$ cat src/hw/acc_params.svh
// constants for the conversion control block: offsets, bit positions, resets
`ifndef ACC_PARAMS_SVH
`define ACC_PARAMS_SVH

// byte offsets of the registers on the apb slave
`define ACC_OFS_STATUS_CONTROL 12'h000
`define ACC_OFS_CONTROL2 12'h004
`define ACC_OFS_RESULT_LOW 12'h008
`define ACC_OFS_RESULT_HIGH 12'h00c
`define ACC_OFS_COMPARE_LOW 12'h010
`define ACC_OFS_COMPARE_HIGH 12'h014
`define ACC_OFS_CONFIG 12'h018

// status/control field positions
`define ACC_BIT_COMPLETE 7
`define ACC_BIT_IEN 6
`define ACC_BIT_CONT 5
`define ACC_CH_HI 4
`define ACC_CH_LO 0

// second control register field positions
`define ACC_BIT_ACTIVE 7
`define ACC_BIT_TRIG 6
`define ACC_BIT_CMP_EN 5
`define ACC_BIT_CMP_GE 4

// config register: bit set selects 8-bit results
`define ACC_BIT_MODE8 0

// channel codes
`define ACC_CH_LAST_ANALOG 5'h1b
`define ACC_CH_RESERVED 5'h1c
`define ACC_CH_HIGH_REF 5'h1d
`define ACC_CH_LOW_REF 5'h1e
`define ACC_CH_DISABLED 5'h1f

// reset values
`define ACC_RST_CHANNEL 5'h1f
`define ACC_RST_BYTE 8'h00

`endif

$ cat src/hw/acc_pkg.sv
// types shared by the conversion control block
package acc_pkg;
   // conversion sequencer states
   typedef enum logic [0:0] {
      ACC_IDLE,
      ACC_BUSY
   } acc_state_t;

   // kind of source the channel code selects
   typedef enum logic [2:0] {
      ACC_SRC_ANALOG,
      ACC_SRC_RESERVED,
      ACC_SRC_HIGH_REF,
      ACC_SRC_LOW_REF,
      ACC_SRC_OFF
   } acc_src_t;
endpackage

$ cat src/hw/acc_top.sv
// conversion control and status logic of a 10-bit successive approximation converter
//
// Contract
// - any status/control write aborts the running conversion and starts anew unless channel 11111; with hardware trigger on it only re-arms
// - read-only complete flag at bit 7, set at each conversion end without compare
// - with compare on, flag is set only when the compare holds
// - flag clears on status/control write or on a low result read
// - interrupt enable at bit 6 raises the request when the flag sets
// - continuous clear: one conversion per write or per hardware trigger
// - continuous with software trigger: a write starts repeating conversions
// - continuous with hardware trigger: a trigger starts repeating conversions
// - channel chosen by the five-bit field in bits 4 to 0
// - codes 0-27 analog, 11100 reserved, 11101 high ref, 11110 low ref, 11111 off
// - all-ones channel powers the converter off and isolates the input
// - all-ones channel stops continuous conversions with no extra conversion
// - without continuous mode the core drops to low power after each conversion
// - results are right-justified, 10-bit or 8-bit as configured
// - automatic compare against a programmable value, less-than or greater-equal
// - trigger select picks register-write or hardware-input start
// - each hardware trigger pulse starts a conversion when hardware trigger is on; the code ignores pulses while a conversion is running
// - active bit set at start, cleared at completion or abort
// - compare direction bit selects greater-equal instead of less-than
//
// The address map and register access over APB are this design's own decisions.
`timescale 1ns/1ns
`include "acc_params.svh"

module acc_top (
   input wire logic mclk_in,
   input wire logic sys_rst_in,
   // apb slave
   input wire logic psel_in,
   input wire logic penable_in,
   input wire logic pwrite_in,
   input wire logic [11:0] paddr_in,
   input wire logic [31:0] pwdata_in,
   output logic [31:0] prdata_out,
   output logic pready_out,
   output logic pslverr_out,
   // trigger source
   input wire logic hardware_trigger_input_in,
   // analog core
   input wire logic core_done_in,
   input wire logic [9:0] core_result_in,
   output logic core_start_out,
   output logic core_abort_out,
   output logic [4:0] core_channel_out,
   output acc_pkg::acc_src_t core_source_out,
   output logic core_power_off_out,
   output logic core_isolate_out,
   output logic core_low_power_out,
   // conversion complete request
   output logic conversion_irq_out
);

   // ***********************************************************
   // apb decode
   // ***********************************************************
   logic setup_phase;
   logic done_phase;
   logic wr_done;
   logic rd_done;
   logic mapped;

   // requests complete at the edge where psel, penable and pready are high
   assign setup_phase = psel_in & ~penable_in;
   assign done_phase = psel_in & penable_in & pready_out;
   assign wr_done = done_phase & pwrite_in;
   assign rd_done = done_phase & ~pwrite_in;
   assign mapped = (paddr_in <= `ACC_OFS_CONFIG) & (paddr_in[1:0] == 2'b00); // dense word map

   logic wr_sc;
   logic wr_c2;
   logic wr_cmpl;
   logic wr_cmph;
   logic wr_cfg;
   logic rd_low;
   assign wr_sc = wr_done & (paddr_in == `ACC_OFS_STATUS_CONTROL);
   assign wr_c2 = wr_done & (paddr_in == `ACC_OFS_CONTROL2);
   assign wr_cmpl = wr_done & (paddr_in == `ACC_OFS_COMPARE_LOW);
   assign wr_cmph = wr_done & (paddr_in == `ACC_OFS_COMPARE_HIGH);
   assign wr_cfg = wr_done & (paddr_in == `ACC_OFS_CONFIG);
   assign rd_low = rd_done & (paddr_in == `ACC_OFS_RESULT_LOW);

   // ***********************************************************
   // registers
   // ***********************************************************
   logic complete_flag;
   logic irq_enable;
   logic continuous_enable;
   logic [4:0] channel_select;
   logic trigger_select;
   logic compare_enable;
   logic compare_ge;
   logic conversion_active;
   logic mode8;
   logic [9:0] compare_value;
   logic [9:0] result;

   // status/control writable fields; channel comes up disabled
   always_ff @(posedge mclk_in or posedge sys_rst_in) begin
      if (sys_rst_in) begin
         irq_enable <= 1'b0;
         continuous_enable <= 1'b0;
         channel_select <= `ACC_RST_CHANNEL;
      end else if (wr_sc) begin
         irq_enable <= pwdata_in[`ACC_BIT_IEN];
         continuous_enable <= pwdata_in[`ACC_BIT_CONT];
         channel_select <= pwdata_in[`ACC_CH_HI:`ACC_CH_LO];
      end
   end

   // second control register writable fields
   always_ff @(posedge mclk_in or posedge sys_rst_in) begin
      if (sys_rst_in) begin
         trigger_select <= 1'b0;
         compare_enable <= 1'b0;
         compare_ge <= 1'b0;
      end else if (wr_c2) begin
         trigger_select <= pwdata_in[`ACC_BIT_TRIG];
         compare_enable <= pwdata_in[`ACC_BIT_CMP_EN];
         compare_ge <= pwdata_in[`ACC_BIT_CMP_GE];
      end
   end

   // compare value and resolution select
   always_ff @(posedge mclk_in or posedge sys_rst_in) begin
      if (sys_rst_in) begin
         compare_value <= 10'h000;
         mode8 <= 1'b0;
      end else begin
         if (wr_cmpl) begin
            compare_value[7:0] <= pwdata_in[7:0];
         end
         if (wr_cmph) begin
            compare_value[9:8] <= pwdata_in[1:0];
         end
         if (wr_cfg) begin
            mode8 <= pwdata_in[`ACC_BIT_MODE8];
         end
      end
   end

   // ***********************************************************
   // conversion sequencer
   // ***********************************************************
   acc_pkg::acc_state_t state;
   logic armed;
   logic repeat_run;
   logic trig_prev;
   logic trig_pulse;
   logic ch_off;
   logic sw_start;
   logic hw_start;
   logic start_now;
   logic conv_end;

   assign ch_off = (channel_select == `ACC_CH_DISABLED);
   // each rising edge of the trigger counts as one trigger pulse
   assign trig_pulse = hardware_trigger_input_in & ~trig_prev;
   // write with a usable channel in software mode starts at once
   assign sw_start = wr_sc & ~trigger_select &
      (pwdata_in[`ACC_CH_HI:`ACC_CH_LO] != `ACC_CH_DISABLED);
   // hardware trigger starts when armed by a write and not busy
   assign hw_start = trigger_select & armed & ~ch_off & trig_pulse &
      (state == acc_pkg::ACC_IDLE) & ~wr_sc;
   assign conv_end = (state == acc_pkg::ACC_BUSY) & core_done_in & ~wr_sc;
   // continuous runs chain the next start straight off the end
   assign start_now = sw_start | hw_start | (conv_end & repeat_run & ~ch_off);

   always_ff @(posedge mclk_in or posedge sys_rst_in) begin
      if (sys_rst_in) begin
         trig_prev <= 1'b0;
      end else begin
         trig_prev <= hardware_trigger_input_in;
      end
   end

   // sequencer state: a write aborts whatever is under way
   always_ff @(posedge mclk_in or posedge sys_rst_in) begin
      if (sys_rst_in) begin
         state <= acc_pkg::ACC_IDLE;
      end else if (start_now) begin
         state <= acc_pkg::ACC_BUSY;
      end else if (wr_sc | conv_end) begin
         state <= acc_pkg::ACC_IDLE;
      end
   end

   // armed: hardware mode waits for triggers after a write with a usable channel
   always_ff @(posedge mclk_in or posedge sys_rst_in) begin
      if (sys_rst_in) begin
         armed <= 1'b0;
      end else if (wr_sc) begin
         armed <= (pwdata_in[`ACC_CH_HI:`ACC_CH_LO] != `ACC_CH_DISABLED);
      end
   end

   // repeat flag: set by a continuous start, cleared by a write that stops it
   always_ff @(posedge mclk_in or posedge sys_rst_in) begin
      if (sys_rst_in) begin
         repeat_run <= 1'b0;
      end else if (wr_sc) begin
         repeat_run <= sw_start & pwdata_in[`ACC_BIT_CONT];
      end else if (hw_start) begin
         repeat_run <= continuous_enable;
      end else if (ch_off) begin
         repeat_run <= 1'b0;
      end
   end

   // active bit follows start and end or abort
   always_ff @(posedge mclk_in or posedge sys_rst_in) begin
      if (sys_rst_in) begin
         conversion_active <= 1'b0;
      end else begin
         conversion_active <= start_now | ((state == acc_pkg::ACC_BUSY) &
            ~core_done_in & ~wr_sc);
      end
   end

   // ***********************************************************
   // result, compare and completion flag
   // ***********************************************************
   logic [9:0] fmt_result;
   logic [9:0] cmp_ref;
   logic cmp_less;
   logic cmp_true;
   logic accept;

   // 8-bit mode keeps the upper eight bits, right-justified
   assign fmt_result = mode8 ? {2'b00, core_result_in[9:2]} : core_result_in;
   assign cmp_ref = mode8 ? {2'b00, compare_value[7:0]} : compare_value;
   assign cmp_less = (fmt_result < cmp_ref);
   assign cmp_true = compare_ge ? ~cmp_less : cmp_less;
   assign accept = conv_end & (~compare_enable | cmp_true);

   always_ff @(posedge mclk_in or posedge sys_rst_in) begin
      if (sys_rst_in) begin
         result <= 10'h000;
      end else if (accept) begin
         result <= fmt_result;
      end
   end

   // flag: a completion in the same cycle as a low result read wins; a status/control write suppresses the completion
   always_ff @(posedge mclk_in or posedge sys_rst_in) begin
      if (sys_rst_in) begin
         complete_flag <= 1'b0;
      end else if (accept) begin
         complete_flag <= 1'b1;
      end else if (wr_sc | rd_low) begin
         complete_flag <= 1'b0;
      end
   end

   // request level while flag and enable both stand
   always_ff @(posedge mclk_in or posedge sys_rst_in) begin
      if (sys_rst_in) begin
         conversion_irq_out <= 1'b0;
      end else begin
         conversion_irq_out <= complete_flag & irq_enable;
      end
   end

   // ***********************************************************
   // analog core controls
   // ***********************************************************
   acc_pkg::acc_src_t next_source;
   logic [4:0] next_channel;

   // the core gets a written channel together with its start pulse, never a stale one
   assign next_channel = wr_sc ? pwdata_in[`ACC_CH_HI:`ACC_CH_LO] : channel_select;
   assign next_source = (next_channel == `ACC_CH_DISABLED) ? acc_pkg::ACC_SRC_OFF :
      (next_channel == `ACC_CH_LOW_REF) ? acc_pkg::ACC_SRC_LOW_REF :
      (next_channel == `ACC_CH_HIGH_REF) ? acc_pkg::ACC_SRC_HIGH_REF :
      (next_channel == `ACC_CH_RESERVED) ? acc_pkg::ACC_SRC_RESERVED : acc_pkg::ACC_SRC_ANALOG;

   always_ff @(posedge mclk_in or posedge sys_rst_in) begin
      if (sys_rst_in) begin
         core_start_out <= 1'b0;
         core_abort_out <= 1'b0;
         core_channel_out <= `ACC_RST_CHANNEL;
         core_source_out <= acc_pkg::ACC_SRC_OFF;
         core_power_off_out <= 1'b1;
         core_isolate_out <= 1'b1;
         core_low_power_out <= 1'b1;
      end else begin
         core_start_out <= start_now;
         core_abort_out <= wr_sc & (state == acc_pkg::ACC_BUSY);
         core_channel_out <= next_channel;
         core_source_out <= next_source;
         core_power_off_out <= (next_channel == `ACC_CH_DISABLED);
         core_isolate_out <= (next_channel == `ACC_CH_DISABLED);
         // idle and not repeating means low power
         core_low_power_out <= ~start_now & ((state == acc_pkg::ACC_IDLE) |
            (conv_end & ~repeat_run));
      end
   end

   // ***********************************************************
   // apb answer
   // ***********************************************************
   logic [31:0] next_rdata;

   always_comb begin
      unique case (paddr_in)
         `ACC_OFS_STATUS_CONTROL: next_rdata = {24'h000000, complete_flag, irq_enable,
            continuous_enable, channel_select};
         `ACC_OFS_CONTROL2: next_rdata = {24'h000000, conversion_active, trigger_select,
            compare_enable, compare_ge, 4'h0};
         `ACC_OFS_RESULT_LOW: next_rdata = {24'h000000, result[7:0]};
         `ACC_OFS_RESULT_HIGH: next_rdata = {30'h00000000, result[9:8]};
         `ACC_OFS_COMPARE_LOW: next_rdata = {24'h000000, compare_value[7:0]};
         `ACC_OFS_COMPARE_HIGH: next_rdata = {30'h00000000, compare_value[9:8]};
         `ACC_OFS_CONFIG: next_rdata = {31'h00000000, mode8};
         default: next_rdata = 32'h00000000;
      endcase
   end

   // one wait-free access cycle: pready rises in the first access cycle
   always_ff @(posedge mclk_in or posedge sys_rst_in) begin
      if (sys_rst_in) begin
         pready_out <= 1'b0;
         pslverr_out <= 1'b0;
         prdata_out <= 32'h00000000;
      end else begin
         pready_out <= setup_phase;
         pslverr_out <= setup_phase & ~mapped;
         if (setup_phase & ~pwrite_in) begin
            prdata_out <= next_rdata;
         end
      end
   end

endmodule

$ cat config.mk
export PLATFORM = sky130hd
export DESIGN_NAME = acc_top
export DESIGN_NICKNAME = d
export VERILOG_FILES = /design/src/hw/acc_pkg.sv /design/src/hw/acc_top.sv
export VERILOG_INCLUDE_DIRS = /design/src /design/src/hw
export SDC_FILE = /design/constraint.sdc
export NUM_CORES = 1
export LEC_CHECK = 0
export BUFFER_PORTS_ARGS = -buffer_cell sky130_fd_sc_hd__buf_2
export CAP_MARGIN = 20
export CORE_UTILIZATION = 38
export CTS_BUF_LIST = sky130_fd_sc_hd__clkbuf_16
export DETAILED_ROUTE_END_ITERATION = 8
export PLACE_DENSITY = 0.7
export SLEW_MARGIN = 5
export SYNTH_ARGS = -nofsm -noshare
export SYNTH_HDL_FRONTEND = slang
export SYNTH_SLANG_ARGS = --single-unit
$ cat constraint.sdc
create_clock -name mclk_in -period 8.1 [get_ports mclk_in]
set_input_delay 1.215 -clock mclk_in [delete_from_list [all_inputs] [get_ports mclk_in]]
set_output_delay 1.215 -clock mclk_in [all_outputs]
set_load 0.005 [all_outputs]
==> results of run 1 <==
==> power breakdown <==
group | switching, uW | internal [uW] | leakage [uW] | total, uW
combinational | 22.9 | 13.9 | 0.000987 | 36.8
clock | 93.1 | 113 | 0.0000672 | 206
sequential | 0.410 | 271 | 0.000683 | 271
total | 116 | 397 | 0.00174 | 514
==> sequential cells by signal, indices dropped and copies added (netlist names), 2 cells and up <==
signal            flops
compare_value        10
core_channel_out      5
core_source_out       2
prdata_out            8
result               10
==> worst paths after layout <==
path,from,to,slack (ns)
worst min-delay path,prdata_out[5],prdata_out[5],0.48
min in group asynchronous,sys_rst_in,core_source_out[1],0.86
worst max-delay path,core_result_in[5],result[2],4.53
worst max register to register,mode8,result[2],4.77
worst min register to register,prdata_out[5],prdata_out[5],0.48
max in group asynchronous,sys_rst_in,core_channel_out[4],6.68
==> kinds of logic after synthesis <==
| kind of cell | share of synthesized area [%] |
|---|---|
| other cells | 0.125 |
| flops | 45.2 |
| simple gates | 17.5 |
| fa+ha+maj | 3.74 |
| buf+inv | 10.2 |
| compound gates | 11.7 |
| mux | 11.1 |
| xor+xnor | 0.582 |
==> through the flow <==
step / area [um^2] / hold slack [ns]
2_1_floorplan: 3100 / 0.450
3_3_place_gp: 3260 / 0.463
3_5_place_dp: 3280 / 0.467
4_1_cts: 3430 / 0.482
5_1_grt: 3430 / 0.501
6_report: 3430 / 0.476
==> layout make-up <==
type                       count  area (um^2)  share of cell area (%)
clock buffer                   5          125                    3.64
tap                          102          128                    3.72
clock inverter                 3         16.3                   0.474
timing repair buffer          62          328                    9.55
inverter                      12         45.0                    1.31
sequential                    54         1360                    39.6
multi-input combinational    206         1430                    41.7
==> worst min-delay path: cells and delay by family (launching register included) <==
family,cells,cell delay (ns)
AOI/OAI and AO/OA,1,0.06
DFF,1,0.34
and+or+nand+nor,1,0.04
==> synthesized netlist by cell type, types with 3 or more instances <==
library cell   n
mux2i_1        4
nand3b_1       3
a21oi_1        6
dfstp_2        7
inv_1         12
dfrtp_1       47
o21ai_0       15
nand2_1       39
mux2_2        23
a21o_1         3
a22o_1         5
clkbuf_1       3
nor3_1         5
buf_4         27
and3_1         3
nor2_1         9
nor2b_1        7
nand2b_1       5
ha_1           9
nand3_1        4
a221oi_1       6
o21ai_2        3
buf_6          3
==> per-layer routing <==
metal,routed length (um),track usage (%),vias up
met3,312,3.43,13
met5,0,0,-
met2,3100,27.1,60
met1,2770,20.7,1069
met4,154,5.56,0
li1,-,-,1066
==> flow_metrics.env, run 1 <==
export IMPL_path_cells="buf_2 -> mux2_2 -> ha_1 -> a211oi_1 -> nand3_1 -> a31oi_1 -> xnor2_1 -> a21oi_1 -> buf_4 -> mux2_2"
export IMPL_ys_types=50
export IMPL_num_rows=32
export IMPL_clock_skew_ns=0.00561
export IMPL_clkSlewWorstSetupHoldPaths_ns=0.07
export IMPL_endpoint_kind="flip-flop"
export IMPL_hold_path_class="flip-flop to flip-flop"
export IMPL_postLayoutCoreUtil_pct=44.7
export IMPL_drtPass1Iterations=6
export IMPL_core_um2=7690
export IMPL_synth_avg_cell_area_um2=10.6
export IMPL_power_per_cell_area_nw_per_um2=150
export IMPL_pre_cts_slack_ns=3.99
export IMPL_synthFlopType="dfrtp_1"
export IMPL_critPathMaxStageDelay_ns=0.51
export IMPL_io_buffer_count=60
export IMPL_cts_made_buffers=5
export IMPL_htree_levels=2
export IMPL_fillers=756
export IMPL_crit_required_ns=8.28
export IMPL_final_max_slew_viol_count=0
export IMPL_die_h_um=91.0
export IMPL_r2r_cells=9
export IMPL_cpMostUsedCell="mux2_2"
export IMPL_cp_data_arrival_time_ns=3.75
export IMPL_path_buf_inv=2
export IMPL_ys_warn_count=0
export IMPL_layout_commonest_cell="buf_2"
export IMPL_synth_top_cell_by_area="dfrtp_1"
export IMPL_cts_tree="built"
export IMPL_synth_seq_area_share_pct=45.2
export IMPL_postCtsSetupBuffers=0
export IMPL_status="completed"
export IMPL_cp_slowest_cell="a21oi_1"
export IMPL_via_per_inst=4.97
export IMPL_layout_common_cells="buf_2, dfrtp_1, nand2_1"
export IMPL_drt_wl_total_um=6340
export IMPL_clock_sink_count=54
export IMPL_setup_violations=0
export IMPL_syn_to_final_growth_pct=14.0
export IMPL_postSynthCellCount=285
export IMPL_power_uw=514
export IMPL_syn_area_um2=3010
export IMPL_gr_total_overflow=0
export IMPL_grt_pass1_wl_um=10600
export IMPL_netlist_area_leader_share_pct=39.1
export IMPL_drc=0
export IMPL_nets=411
export IMPL_ant_nets=0
export IMPL_fmax_mhz=280
export IMPL_clk_latency_ns=0.29
export IMPL_dp_cells=435
export IMPL_rsz0062_at_grt="false"
export IMPL_layout_min_cycle_time_ns=3.57
export IMPL_die_area_um2=8290
export IMPL_grt_max_degree=43
export IMPL_synthTopCellsByArea="dfrtp_1, mux2_2, buf_4"
export IMPL_layout_drive_gt1_share_pct=32.5
export IMPL_gp_congestion=0.808
export IMPL_maxSlewHeadroom_pct=55.7
export IMPL_antenna_found_initial=0
export IMPL_maxCapViolCount=0
export IMPL_hpwl_um=4840
export IMPL_ys_ff_latch=54
export IMPL_cp_max_fo=6
export IMPL_drt_iter0_markers=159
export IMPL_groute_usage_overall_pct=16.2
export IMPL_power_leakage_uw=0.00174
export IMPL_tightest_slew_ns=0.664
export IMPL_vias=2208
export IMPL_routedWlPerCell_um=14.3
export IMPL_start_util_pct=39.2
export IMPL_setup_tns_ns=0
export IMPL_cts_resized=0
export IMPL_fin_crit_sh_pct=44.1
export IMPL_die_x_um=91.0
export IMPL_cp_top_family="compound AO/OA/AOI/OAI gates"
export IMPL_path_depth=10
export IMPL_clock_root_buffer="clkbuf_16"
export IMPL_io_pin_count=109
export IMPL_clk_path_buf_depth=2
export IMPL_path_class="input pin to flip-flop"
export IMPL_grt_pass1_vias=2147
export IMPL_worstHoldPathCells=2
export IMPL_hold_viol=0
export IMPL_async_reset_ff_share_pct=100
export IMPL_final_cells=444
export IMPL_layout_setup_ws_ns=4.53
export IMPL_max_vdd_ir_drop_mv=0.0769
export IMPL_start_kind="input pin"
export IMPL_synth_edf_count=0
export IMPL_hold_buffers=0
export IMPL_n_antenna_cell=0
Note: power is estimated with default switching activity, not from simulation.
==> inputs of run 2 (changes only) <==
Settings changed: ABC_AREA set to 1, PLACE_DENSITY 0.7 to 0.72.
Clock period 8.1 ns to 3 ns, I/O delays scaled along.
==> flow_metrics.env, run 2 <==
export IMPL_io_pin_count=109
export IMPL_synth_avg_cell_area_um2=7.52
export IMPL_die_h_um=92.6
export IMPL_cts_made_buffers=5
export IMPL_status="completed"
export IMPL_synth_common_cells="nand2_1, inv_1, dfrtp_1"
export IMPL_cts_resized=0
export IMPL_power_per_cell_area_nw_per_um2=401
export IMPL_path_class="flip-flop to flip-flop"
export IMPL_nets=545
export IMPL_routedWlPerCell_um=12.2
export IMPL_cts_tree="built"
export IMPL_start_kind="flip-flop"
export IMPL_final_max_slew_viol_count=0
export IMPL_tightest_slew_ns=0.559
export IMPL_maxSlewHeadroom_pct=62.7
export IMPL_hold_viol=0
export IMPL_clock_sink_count=54
export IMPL_postLayoutCoreUtil_pct=45.4
export IMPL_synth_seq_area_share_pct=43.6
export IMPL_layout_drive_gt1_share_pct=20.6
export IMPL_cp_data_arrival_time_ns=2.74
export IMPL_drtPass1Iterations=4
export IMPL_clkSlewWorstSetupHoldPaths_ns=0.07
export IMPL_drc=0
export IMPL_cp_max_fo=13
export IMPL_async_reset_ff_share_pct=100
export IMPL_gp_congestion=0.864
export IMPL_hold_path_class="input pin to asynchronous set/reset pin"
export IMPL_clk_latency_ns=0.29
export IMPL_r2r_cells=14
export IMPL_layout_min_cycle_time_ns=2.51
export IMPL_die_x_um=92.6
export IMPL_ys_warn_count=0
export IMPL_io_buffer_count=60
export IMPL_fin_crit_sh_pct=83.8
export IMPL_maxCapViolCount=0
export IMPL_fmax_mhz=398
export IMPL_drt_iter0_markers=123
export IMPL_drt_wl_total_um=7040
export IMPL_hpwl_um=5560
export IMPL_gr_total_overflow=0
export IMPL_synth_edf_count=0
export IMPL_clock_root_buffer="clkbuf_16"
export IMPL_rsz0062_at_grt="false"
export IMPL_endpoint_kind="flip-flop"
export IMPL_synthFlopType="dfrtp_1"
export IMPL_whs_ns=0.204
export IMPL_syn_area_um2=3120
export IMPL_start_util_pct=39.8
export IMPL_max_vdd_ir_drop_mv=0.209
export IMPL_hold_buffers=0
export IMPL_yosysMostFrequentCell="nand2_1"
export IMPL_setup_violations=0
export IMPL_vias=2715
export IMPL_core_um2=7850
export IMPL_layout_common_cells="nand2_1, buf_2, inv_1"
export IMPL_grt_pass1_vias=2522
export IMPL_ys_types=27
export IMPL_die_area_um2=8580
export IMPL_ys_ff_latch=54
export IMPL_power_uw=1430
export IMPL_antenna_found_initial=0
export IMPL_via_per_inst=4.70
export IMPL_setup_tns_ns=0
export IMPL_grt_max_degree=29
export IMPL_synthTopCellsByArea="dfrtp_1, nand2_1, buf_4"
export IMPL_htree_levels=2
export IMPL_n_antenna_cell=0
export IMPL_clk_path_buf_depth=2
export IMPL_largestRegisters="compare_value: 10 flops, result: 10 flops, prdata_out: 8 flops"
export IMPL_power_leakage_uw=0.00195
export IMPL_num_rows=32
export IMPL_postSynthCellCount=415
export IMPL_ant_nets=0
export IMPL_synth_top_cell_by_area="dfrtp_1"
export IMPL_grt_pass1_wl_um=11500
export IMPL_clock_skew_ns=0.00611
export IMPL_syn_to_final_growth_pct=14.2
export IMPL_postCtsSetupBuffers=0
export IMPL_netlist_area_leader_share_pct=37.7
export IMPL_crit_required_ns=3.23
export IMPL_layout_commonest_cell="nand2_1"
export IMPL_groute_usage_overall_pct=17.0
[run 2: changes by cell type in the layout (fill, tap and decap cells not counted), sizes merged, moves of 10 or more]
cell | previous run | this run
inv | 12 | 52
mux2 | 24 | 0
nand2 | 39 | 150
nand3 | 6 | 30
nor2 | 9 | 30
o21ai | 18 | 28
[run 2: cells by family after synthesis]
kind of cell / synth area share (%)
other: 0.120
and+or+nand+nor: 32.6
AOI/OAI and AO/OA: 6.29
DFF: 43.6
adders and majority gates: 3.61
buffers and inverters: 13.8
[run 2: final timing paths]
| check | startpoint | end | slack [ns] |
|---|---|---|---|
| setup / recovery | mode8 | result[5] | 0.49 |
| hold / removal | sys_rst_in | core_start_out | 0.20 |
| setup reg to reg | mode8 | result[5] | 0.49 |
| hold reg to reg | result[0] | result[0] | 0.48 |
| max in group asynchronous | sys_rst_in | compare_value[3] | 2.03 |
| min in group mclk_in | hardware_trigger_input_in | trig_prev | 0.28 |
[run 2: critical path, stage by stage (launching register included)]
cell and delay (ns):
dfrtp_1 0.56, inv_2 0.16, o21ai_0 0.40, ha_1 0.31, nand2_1 0.06, inv_1 0.04
nand2_1 0.07, nor2_1 0.04, nor2_1 0.13, nand2_1 0.07, nand2_1 0.05, nand3_1 0.08
nand2_1 0.30, nand2_1 0.11, nand2_1 0.08
[run 2: final cells by class]
| cell class | count | area, um^2 |
|---|---|---|
| clock buffers | 5 | 125 |
| clock inverters | 3 | 17.5 |
| flip-flops and latches | 54 | 1360 |
| well taps | 102 | 128 |
| multi-input cells | 300 | 1420 |
| repair buffers | 64 | 330 |
| fillers | 789 | 4280 |
| inverters | 50 | 188 |
[run 2: through the flow]
step | std cells | setup slack (ns) | area, um^2
6_report | 578 | 0.487 | 3570
3_5_place_dp | 570 | 0.534 | 3420
4_1_cts | 578 | 0.505 | 3570
5_1_grt | 578 | 0.276 | 3570
2_1_floorplan | 438 | 0.953 | 3210
3_3_place_gp | 570 | 0.564 | 3420
[run 2: power breakdown]
part	leakage, uW	switching, uW	internal, uW
combinational	0.00116	74.7	39.0
clock	0.0000754	255	308
sequential	0.000710	8.05	744
total	0.00195	338	1090
[run 2: metal layers]
layer / wire length, um / track usage [%] / up-vias
li1: - / - / 1380
met3: 402 / 2.87 / 12
met5: 0 / 0 / -
met4: 112 / 4.23 / 0
met2: 3390 / 30.0 / 92
met1: 3140 / 21.6 / 1231
==> inputs of run 3 (changes only) <==
Clock period 3 ns to 2.3 ns, I/O delays scaled along.
==> flow_metrics.env, run 3 (same netlist as run 2, synthesis figures left out) <==
export IMPL_grt_pass1_wl_um=11700
export IMPL_status="completed"
export IMPL_gp_congestion=0.855
export IMPL_cp_slowest_cell="dfrtp_2"
export IMPL_hold_viol=0
export IMPL_grt_pass1_vias=2510
export IMPL_drt_wl_total_um=7260
export IMPL_regArea_um2=1360
export IMPL_via_per_inst=4.71
export IMPL_drtPass1Iterations=5
export IMPL_io_buffer_count=60
export IMPL_path_cells="clkbuf_2 -> buf_4 -> nor2_2 -> ha_1 -> nand2_1 -> nor2_1 -> nand2_1 -> nand3_1 -> nor2_2 -> nand2_1 -> nand2_1 -> nand3_2 -> buf_6 -> nand3_1 -> nand2_1"
export IMPL_hold_buffers=0
export IMPL_grt_max_degree=29
export IMPL_path_class="flip-flop to flip-flop"
export IMPL_cpMostUsedCell="nand2_1"
export IMPL_gr_total_overflow=0
export IMPL_fin_crit_sh_pct=95.4
export IMPL_io_pin_count=109
export IMPL_multi_input_area_um2=1440
export IMPL_start_util_pct=39.8
export IMPL_max_vdd_ir_drop_mv=0.331
export IMPL_largestRegisters="compare_value: 10 flops, result: 10 flops, prdata_out: 8 flops"
export IMPL_crit_required_ns=2.48
export IMPL_die_h_um=92.6
export IMPL_routedWlPerCell_um=12.3
export IMPL_num_rows=32
export IMPL_nets=556
export IMPL_clock_root_buffer="clkbuf_16"
export IMPL_power_per_cell_area_nw_per_um2=535
export IMPL_drc=0
export IMPL_clk_path_buf_depth=2
export IMPL_clkSlewWorstSetupHoldPaths_ns=0.07
export IMPL_groute_usage_overall_pct=17.4
export IMPL_ant_nets=0
export IMPL_die_x_um=92.6
export IMPL_layout_common_cells="nand2_1, buf_2, inv_1"
export IMPL_layout_min_cycle_time_ns=2.19
export IMPL_tightest_slew_ns=0.566
export IMPL_start_kind="flip-flop"
export IMPL_cts_tree="built"
export IMPL_cts_made_buffers=5
export IMPL_clock_sink_count=54
export IMPL_clock_skew_ns=0.00591
export IMPL_setup_tns_ns=0
export IMPL_drt_iter0_markers=165
export IMPL_endpoint_kind="flip-flop"
export IMPL_layout_drive_gt1_share_pct=23.8
export IMPL_power_leakage_uw=0.00202
export IMPL_final_cells=589
export IMPL_syn_to_final_growth_pct=18.6
export IMPL_n_antenna_cell=0
export IMPL_setup_violations=0
export IMPL_critPathMaxStageDelay_ns=0.44
export IMPL_cp_data_arrival_time_ns=2.37
export IMPL_vias=2775
export IMPL_whs_ns=0.105
export IMPL_maxCapViolCount=0
export IMPL_clk_latency_ns=0.29
export IMPL_fmax_mhz=456
export IMPL_core_um2=7850
export IMPL_final_max_slew_viol_count=0
export IMPL_dp_cells=578
export IMPL_maxSlewHeadroom_pct=62.2
export IMPL_fillers=771
export IMPL_die_area_um2=8580
export IMPL_layout_commonest_cell="nand2_1"
export IMPL_hold_path_class="input pin to asynchronous set/reset pin"
export IMPL_postLayoutCoreUtil_pct=47.2
export IMPL_hpwl_um=5740
export IMPL_cp_max_fo=10
export IMPL_htree_levels=2
export IMPL_antenna_found_initial=0
[run 3: changes by cell type in the layout (fill, tap and decap cells not counted), sizes merged]
cell,delta
inv,-1
clkbuf,+1
bufinv,+1
buf,+10
[run 3: critical path: cells and delay by family (launching register included)]
family,cells,cell delay (ns)
flip-flops,1,0.44
adder cells (fa/ha/maj),1,0.26
AND/OR/NAND/NOR,11,0.92
buffers and inverters,3,0.46
[run 3: metal layers]
layer	vias to the layer above	part of all wire, %	global-route usage (%)
met2	86	49	29.5
met1	1282	44	22.2
met4	0	2.0	6.28
li1	1394	-	-
met5	-	0	0
met3	13	5.1	3.12
[run 3: layout make-up]
cell class,instances,area share (%)
well taps,102,3.45
inverters,50,5.14
repair buffers,75,11.2
flip-flops and latches,54,36.8
clock buffers,5,3.38
clock inverters,3,1.15
multi-input cells,300,38.9
[run 3: stage by stage]
step | worst slack, ns | cell area (um^2) | total power (uW)
6_report | 0.106 | 3700 | 1980
5_1_grt | -0.0735 | 3700 | 2060
3_3_place_gp | -0.0514 | 3480 | 1150
3_5_place_dp | -0.107 | 3480 | 1150
2_1_floorplan | 0.253 | 3210 | 1110
4_1_cts | 0.0463 | 3650 | 1990
[run 3: final timing paths]
path | startpoint | to | slack, ns | cells past startpoint
setup / recovery | mode8 | result[7] | 0.11 | 15
hold / removal | sys_rst_in | repeat_run | 0.10 | 2
setup reg to reg | mode8 | result[7] | 0.11 | 15
hold reg to reg | prdata_out[1] | prdata_out[1] | 0.47 | 2
max in group asynchronous | sys_rst_in | mode8 | 1.58 | 3
min in group mclk_in | hardware_trigger_input_in | trig_prev | 0.17 | 1
[run 3: timing repair]
action / 4_1_cts / 5_1_grt
resized for setup: 3 / 11
setup endpoints to repair: 11 / 11
gates cloned: 0 / 0
pin swaps: 0 / 1
buffers inserted: 0 / 3
[run 3: power breakdown]
group / switching (uW) / total (uW) / leakage (uW) / internal, uW
Sequential: 11.3 / 981 / 0.000708 / 970
Combinational: 101 / 156 / 0.00123 / 55.5
Clock: 332 / 843 / 0.0000852 / 512
Total: 444 / 1980 / 0.00202 / 1540
